[src/hdl/ddr3_ca_pkg.sv]
// Shared types and constants for the DDR3 command/address input front end
package ddr3_ca_pkg;
  localparam int ADDR_W    = 14;
  localparam int BANK_W    = 3;
  localparam int NUM_BANKS = 8;
  localparam int COL_W     = 10;
  localparam int MR_SEL_W  = 2;

  // Burst length field of MR0, bits [1:0]
  localparam int       BL_LSB      = 0;
  localparam logic [1:0] BL_FIXED8 = 2'h0;
  localparam logic [1:0] BL_OTF    = 2'h1;
  localparam logic [1:0] BL_FIXED4 = 2'h2;
  localparam logic [1:0] MR0_BL_RESET = 2'h0;
  localparam logic [1:0] MR0_SEL   = 2'h0;

  // Address bit positions with a special role
  localparam int A_AP = 10;
  localparam int A_BC = 12;

  typedef enum logic [3:0] {
    CMD_NOP   = 4'h0,
    CMD_DESEL = 4'h1,
    CMD_ACT   = 4'h2,
    CMD_READ  = 4'h3,
    CMD_WRITE = 4'h4,
    CMD_PRE   = 4'h5,
    CMD_REF   = 4'h6,
    CMD_MRS   = 4'h7,
    CMD_ZQ    = 4'h8
  } cmd_t;

  typedef enum logic [3:0] {
    ST_ACTIVE = 4'h1,
    ST_PPD    = 4'h2,
    ST_APD    = 4'h4,
    ST_SREF   = 4'h8
  } pwr_t;

  typedef struct packed {
    logic              cs_n;
    logic              ras_n;
    logic              cas_n;
    logic              we_n;
    logic [BANK_W-1:0] ba;
    logic [ADDR_W-1:0] addr;
  } ca_pins_t;

  typedef struct packed {
    cmd_t                cmd;
    logic [BANK_W-1:0]   bank;
    logic [ADDR_W-1:0]   row;
    logic [COL_W-1:0]    col;
    logic                auto_pre;
    logic                pre_all;
    logic                bc4;
    logic [MR_SEL_W-1:0] mr_sel;
    logic [ADDR_W-1:0]   opcode;
  } cmd_info_t;
endpackage

[src/hdl/ddr3_ca_front.sv]
// DDR3 command, address and clock-enable input front end (device side)
// How it works
// - PRECHARGE: A10 low one bank, high all
// - OTF enabled: A12 high BL8, low BC4
// - Address is row on ACTIVATE, column otherwise
// - LOAD MODE takes address as op-code
// - Bank inputs pick target of bank commands
// - LOAD MODE bank inputs pick MR0 to MR3
// - All inputs sampled on rising clock
// - Registered CKE gates internal clocks
// - CKE low: precharge, active power-down, self refresh
// - CKE synchronous for power-down and SR entry
// - Self refresh exit CKE treated as asynchronous and synchronised
// - Power-down ignores command and address
// - Self refresh ignores all but CKE
// - Chip select high masks every command
// - RAS, CAS, WE with CS form command
module ddr3_ca_front
  import ddr3_ca_pkg::*;
#(
  parameter int NUM_BANKS_P = NUM_BANKS
) (
  input  wire logic                   clk,
  input  wire logic                   rst,
  input  wire ddr3_ca_pkg::ca_pins_t  pins,
  input  wire logic                   cke,
  output logic                        cmd_valid_reg,
  output ddr3_ca_pkg::cmd_info_t      cmd_reg,
  output ddr3_ca_pkg::pwr_t           state_reg,
  output logic                        core_clk_en_reg,
  output logic [1:0]                  mr0_bl_reg,
  output logic [NUM_BANKS_P-1:0]      bank_open
);
  import ddr3_ca_pkg::*;

  cmd_t code;
  pwr_t state_next;
  logic cke_q_reg;
  logic cke_s1_reg;
  logic cke_s2_reg;
  logic cke_s3_reg;
  logic sr_low_seen_reg;
  logic any_open;
  logic sr_entry;
  logic pd_entry;
  logic sr_exit;
  logic exec;

  // Command decode from the levels seen at this rising edge
  always_comb begin
    if (pins.cs_n) begin
      code = CMD_DESEL;
    end else begin
      unique case ({pins.ras_n, pins.cas_n, pins.we_n})
        3'h0:    code = CMD_MRS;
        3'h1:    code = CMD_REF;
        3'h2:    code = CMD_PRE;
        3'h3:    code = CMD_ACT;
        3'h4:    code = CMD_WRITE;
        3'h5:    code = CMD_READ;
        3'h6:    code = CMD_ZQ;
        default: code = CMD_NOP;
      endcase
    end
  end

  assign any_open = |bank_open;
  // CKE falling edge is only seen on a clock edge
  assign sr_entry = state_reg == ST_ACTIVE && cke_q_reg && !cke
                    && code == CMD_REF && !any_open;
  assign pd_entry = state_reg == ST_ACTIVE && cke_q_reg && !cke
                    && !sr_entry;
  assign sr_exit  = state_reg == ST_SREF && sr_low_seen_reg
                    && cke_s2_reg && cke_s3_reg;
  // Commands only while awake and CKE held high
  assign exec = state_reg == ST_ACTIVE && cke_q_reg && cke
                && code != CMD_DESEL && code != CMD_NOP;

  always_comb begin
    state_next = state_reg;
    unique case (state_reg)
      ST_ACTIVE: begin
        if (sr_entry) begin
          state_next = ST_SREF;
        end else if (pd_entry) begin
          state_next = any_open ? ST_APD : ST_PPD;
        end
      end
      ST_PPD, ST_APD: begin
        if (cke) begin
          state_next = ST_ACTIVE;
        end
      end
      ST_SREF: begin
        if (sr_exit) begin
          state_next = ST_ACTIVE;
        end
      end
      default: state_next = ST_ACTIVE;
    endcase
  end

  always_ff @(posedge clk or posedge rst) begin
    if (rst) begin
      state_reg       <= ST_ACTIVE;
      core_clk_en_reg <= 1'b1;
    end else begin
      state_reg       <= state_next;
      core_clk_en_reg <= state_next == ST_ACTIVE;
    end
  end

  // Clock-domain CKE; frozen in self refresh since the clock is ignored
  always_ff @(posedge clk or posedge rst) begin
    if (rst) begin
      cke_q_reg <= 1'b0;
    end else if (sr_exit) begin
      cke_q_reg <= 1'b1;
    end else if (state_reg != ST_SREF) begin
      cke_q_reg <= cke;
    end
  end

  // CKE exit path treated as asynchronous, so it is synchronised
  always_ff @(posedge clk or posedge rst) begin
    if (rst) begin
      cke_s1_reg <= 1'b0;
      cke_s2_reg <= 1'b0;
      cke_s3_reg <= 1'b0;
    end else begin
      cke_s1_reg <= cke;
      cke_s2_reg <= cke_s1_reg;
      cke_s3_reg <= cke_s2_reg;
    end
  end

  // Stale high from before entry must not count as an exit
  always_ff @(posedge clk or posedge rst) begin
    if (rst) begin
      sr_low_seen_reg <= 1'b0;
    end else if (state_reg != ST_SREF) begin
      sr_low_seen_reg <= 1'b0;
    end else if (!cke_s2_reg && !cke_s3_reg) begin
      sr_low_seen_reg <= 1'b1;
    end
  end

  always_ff @(posedge clk or posedge rst) begin
    if (rst) begin
      mr0_bl_reg <= MR0_BL_RESET;
    end else if (exec && code == CMD_MRS
                 && pins.ba[MR_SEL_W-1:0] == MR0_SEL) begin
      mr0_bl_reg <= pins.addr[BL_LSB +: 2];
    end
  end

  always_ff @(posedge clk or posedge rst) begin
    if (rst) begin
      cmd_valid_reg <= 1'b0;
    end else begin
      cmd_valid_reg <= exec;
    end
  end

  always_ff @(posedge clk or posedge rst) begin
    if (rst) begin
      cmd_reg <= '0;
    end else if (exec) begin
      cmd_reg.cmd      <= code;
      cmd_reg.bank     <= pins.ba;
      cmd_reg.row      <= pins.addr;
      cmd_reg.col      <= pins.addr[COL_W-1:0];
      cmd_reg.auto_pre <= (code == CMD_READ || code == CMD_WRITE)
                          && pins.addr[A_AP];
      cmd_reg.pre_all  <= code == CMD_PRE && pins.addr[A_AP];
      // A12 counts only when MR0 selects on-the-fly
      cmd_reg.bc4      <= (code == CMD_READ || code == CMD_WRITE)
                          && (mr0_bl_reg == BL_OTF ? !pins.addr[A_BC]
                              : mr0_bl_reg == BL_FIXED4);
      cmd_reg.mr_sel   <= pins.ba[MR_SEL_W-1:0];
      cmd_reg.opcode   <= pins.addr;
    end
  end

  for (genvar i = 0; i < NUM_BANKS_P; i++) begin : g_bank
    bank_row_state #(
      .BANK_W_P (BANK_W),
      .IDX      (BANK_W'(i))
    ) u_bank (
      .clk      (clk),
      .rst      (rst),
      .act      (exec && code == CMD_ACT),
      .pre      (exec && code == CMD_PRE),
      .pre_all  (pins.addr[A_AP]),
      .ba       (pins.ba),
      .open_reg (bank_open[i])
    );
  end
endmodule // ddr3_ca_front

[src/hdl/bank_row_state.sv]
// Open/closed row state of one bank
module bank_row_state
  import ddr3_ca_pkg::*;
#(
  parameter int                  BANK_W_P = BANK_W,
  parameter logic [BANK_W_P-1:0] IDX      = 3'h0
) (
  input  wire logic              clk,
  input  wire logic              rst,
  input  wire logic              act,
  input  wire logic              pre,
  input  wire logic              pre_all,
  input  wire logic [BANK_W_P-1:0] ba,
  output logic                   open_reg
);
  always_ff @(posedge clk or posedge rst) begin
    if (rst) begin
      open_reg <= 1'b0;
    end else if (act && ba == IDX) begin
      open_reg <= 1'b1;
    end else if (pre && (pre_all || ba == IDX)) begin
      open_reg <= 1'b0;
    end
  end
endmodule // bank_row_state

[config.mk]
export PLATFORM = sky130hd
export DESIGN_NAME = ddr3_ca_front
export DESIGN_NICKNAME = d
export VERILOG_FILES = /design/src/hdl/ddr3_ca_pkg.sv /design/src/hdl/ddr3_ca_front.sv /design/src/hdl/bank_row_state.sv
export SDC_FILE = /design/constraint.sdc
export NUM_CORES = 1
export LEC_CHECK = 0
export ABC_AREA = 1
export BUFFER_PORTS_ARGS = -buffer_cell sky130_fd_sc_hd__buf_2
export CORE_MARGIN = 5
export CORE_UTILIZATION = 43
export CTS_CLUSTER_DIAMETER = 40
export DETAILED_ROUTE_END_ITERATION = 16
export GPL_ROUTABILITY_DRIVEN = 0
export PLACE_DENSITY_LB_ADDON = 0.1
export SYNTH_ARGS = -nofsm -noshare
export SYNTH_HDL_FRONTEND = slang
export SYNTH_SLANG_ARGS = --single-unit
[constraint.sdc]
create_clock -name clk -period 3.8 [get_ports clk]
set_clock_uncertainty 0.1 [all_clocks]
set_input_delay 0.76 -clock clk [delete_from_list [all_inputs] [get_ports clk]]
set_output_delay 0.76 -clock clk [all_outputs]
set_load 0.05 [all_outputs]
==> results.cfg <==
[drt]
drc_errors = 0
finalWirelength_um = 5220
wl_per_cell_um = 12.4
viasPerCell = 4.75
ant_nets = 0
dr.pass1.iters = 5
drtIter0Drc = 92
vias = 2005

[clock_network]
clk_pin_slew_ns = 0.09
clockBufferDepth = 2
cts_max_level = 2
cts_setup_buffers = 0
ctsHoldBuffers = 0
clk_latency_ns = 0.30
cts_tree = built
cts.sinks = 45
root_buffer = clkbuf_8
cts_resized = 0
tritoncts.num_buffers = 5

[final_layout]
seqCellArea_um2 = 1130
areaGrowthSynthToFinish_pct = 14.3
finalNetCount = 373
multi_input_area_um2 = 818
diodes = 0
fill_cells = 574
largest_reg_flops = 24
drive_gt1_share_pct = 30.9
fin_cells = 422

[setup_path]
cp.depth = 9
cp.buffers_inverters = 4
rrSetupSlack_ns = 1.53
r2r_start = state_reg[0]
max_stage_delay_ns = 0.49
cp_top_family = buffers and inverters
end_kind = register
r2r-end = cmd_reg[16]
worstSetupStartpointType = input pin
worst-setup-path-type = input pin to register
critPathRequiredTime_ns = 3.85
slowest_stage = inv_1
crit_fanout = 38
crit_path_cell_trace = buf_2 > inv_1 > nor2_1 > nand2_1 > nor2_2 > buf_4 > inv_1 > nand2_1 > o21ai_0
crit_arrival_ns = 2.36
r2r_cells = 8

[floorplanning]
dieArea_um2 = 7080
die_w_um = 84.2
initial_core_util_pct = 43.5
num_rows = 27
coreArea_um2 = 5440
ios = 90
die_y_um = 84.2

[timing]
finalCritPeriodShare_pct = 60.8
drv_slew = 0
slew_headroom_pct = 37.4
tns_ns = 0
min_period_ns = 2.31
max_freq_mhz = 433
worst_pin_slew_ns = 0.938
hold_viol = 0
rsz0062_at_grt = false
setup_violations = 0

[min_path]
hold_path_class = register to register
holdCritStartpoint = cke_s1_reg
hold_path_end = cke_s2_reg
hold_depth = 0

[global_route]
grt_pass1_wl_um = 8940
antenna_found_initial = 0
overflow = 0
grt_start_max_net_pins = 46
grt_use_total_pct = 15.4
grt_pass1_vias = 1870

[logic_synthesis]
yosys_most_used_dff = dfrtp_1
yosysUniqueCellTypes = 23
syn_inst = 294
ys_seq_area_share_pct = 47.7
yosysTopAreaCell = dfrtp_1
synthTopCellsByArea = dfrtp_1, nand2_1, buf_4
syn_area_um2 = 2360
yosysMostFrequentCell = nand2_1
avgSynthCellArea_um2 = 8.04
synth-seq-cells = 45
syn-num-nets = 318
async_reset_ff_share_pct = 100
ys.warnings.count = 0
synth_top_cell_area_share_pct = 45.5
synth.cells.most_frequent = nand2_1, dfrtp_1, buf_4, inv_1, nand3_1
synth-edff-count = 0

[placement]
dp_cells = 414
portBuffers = 89
hpwl_um = 3850

[pwr]
peakVddDrop_mv = 0.641
leakage_nw = 1.60
p_per_area_nw_per_um2 = 903

[status]
status = finished clean

[job]
max-cap-violations = 0
## worst register-to-register path, cell delays in order (launching register included)
cell	delay (ns)
dfstp_2	0.55
inv_1	0.07
nor2_2	0.12
nand3_2	0.10
nor2_2	0.08
buf_4	0.35
inv_1	0.50
nand2_1	0.18
o21ai_0	0.09
## final cells by class
cell class / instances / share of cell area, %
Sequential cell: 45 / 41.7
Clock inverter: 2 / 1.39
Inverter: 25 / 3.47
Tap cell: 72 / 3.33
Timing Repair Buffer: 90 / 16.8
Multi-Input combinational cell: 182 / 30.3
Clock buffer: 6 / 3.05
## stage by stage
step	power (mW)	util [%]	cell area [µm²]	hold slack (ns)	worst slack, ns
3_5_place_dp	2.09	47.5	2580	0.243	1.15
5_1_grt	2.57	49.7	2700	0.267	1.29
4_1_cts	2.47	49.7	2700	0.261	1.47
2_1_floorplan	1.97	-	2360	0.231	1.88
6_report	2.44	49.7	2700	0.258	1.49
3_3_place_gp	2.08	47.5	2580	0.249	1.19
## per-layer routing
metal / global-route usage [%] / up-vias / wire length (µm)
met2: 25.4 / 56 / 2500
met5: 0 / - / 0
li1: - / 1010 / -
met1: 19.2 / 932 / 2280
met3: 5.20 / 7 / 365
met4: 4.39 / 0 / 74
## cell families after synthesis
group | after synthesis | synth area share [%]
simple gates | 164 | 30.6
buf+inv | 67 | 17.7
flops | 45 | 47.7
compound gates | 18 | 4.02
## where the power goes
part	internal, mW	switching [mW]
Combinational	0.246	1.12
Sequential	0.607	0.0883
Clock	0.214	0.163
Total	1.07	1.38
## how the worst max path moves through the flow
stage,from,endpoint,slack (ns)
final,cke,cmd_reg[16],1.49
after global routing,state_reg[0],cmd_reg[44],1.29
after CTS,cke,cmd_reg[16],1.47
after detailed placement,cke,cmd_reg[16],1.15
after global placement,cke,cmd_reg[16],1.19
after floorplan,rst,cke_q_reg,1.88
## placed cells by master, fill, tap and decap left out
cell type     n
nand2_1     100
buf_2        89
dfrtp_1      43
nand3_1      23
inv_1        23
nor2_1       17
nand4_1      16
o21ai_0       6
o21ai_1       6
clkbuf_8      6
a21oi_1       4
nor2_2        2
inv_2         2
o211ai_1      2
dfstp_2       2
nor2_4        1
nand3_2       1
nor3_4        1
or2_2         1
nand3b_1      1
nor3_1        1
clkinvlp_4    1
bufinv_16     1
buf_4         1
Note: power is estimated with default switching activity, not from simulation.
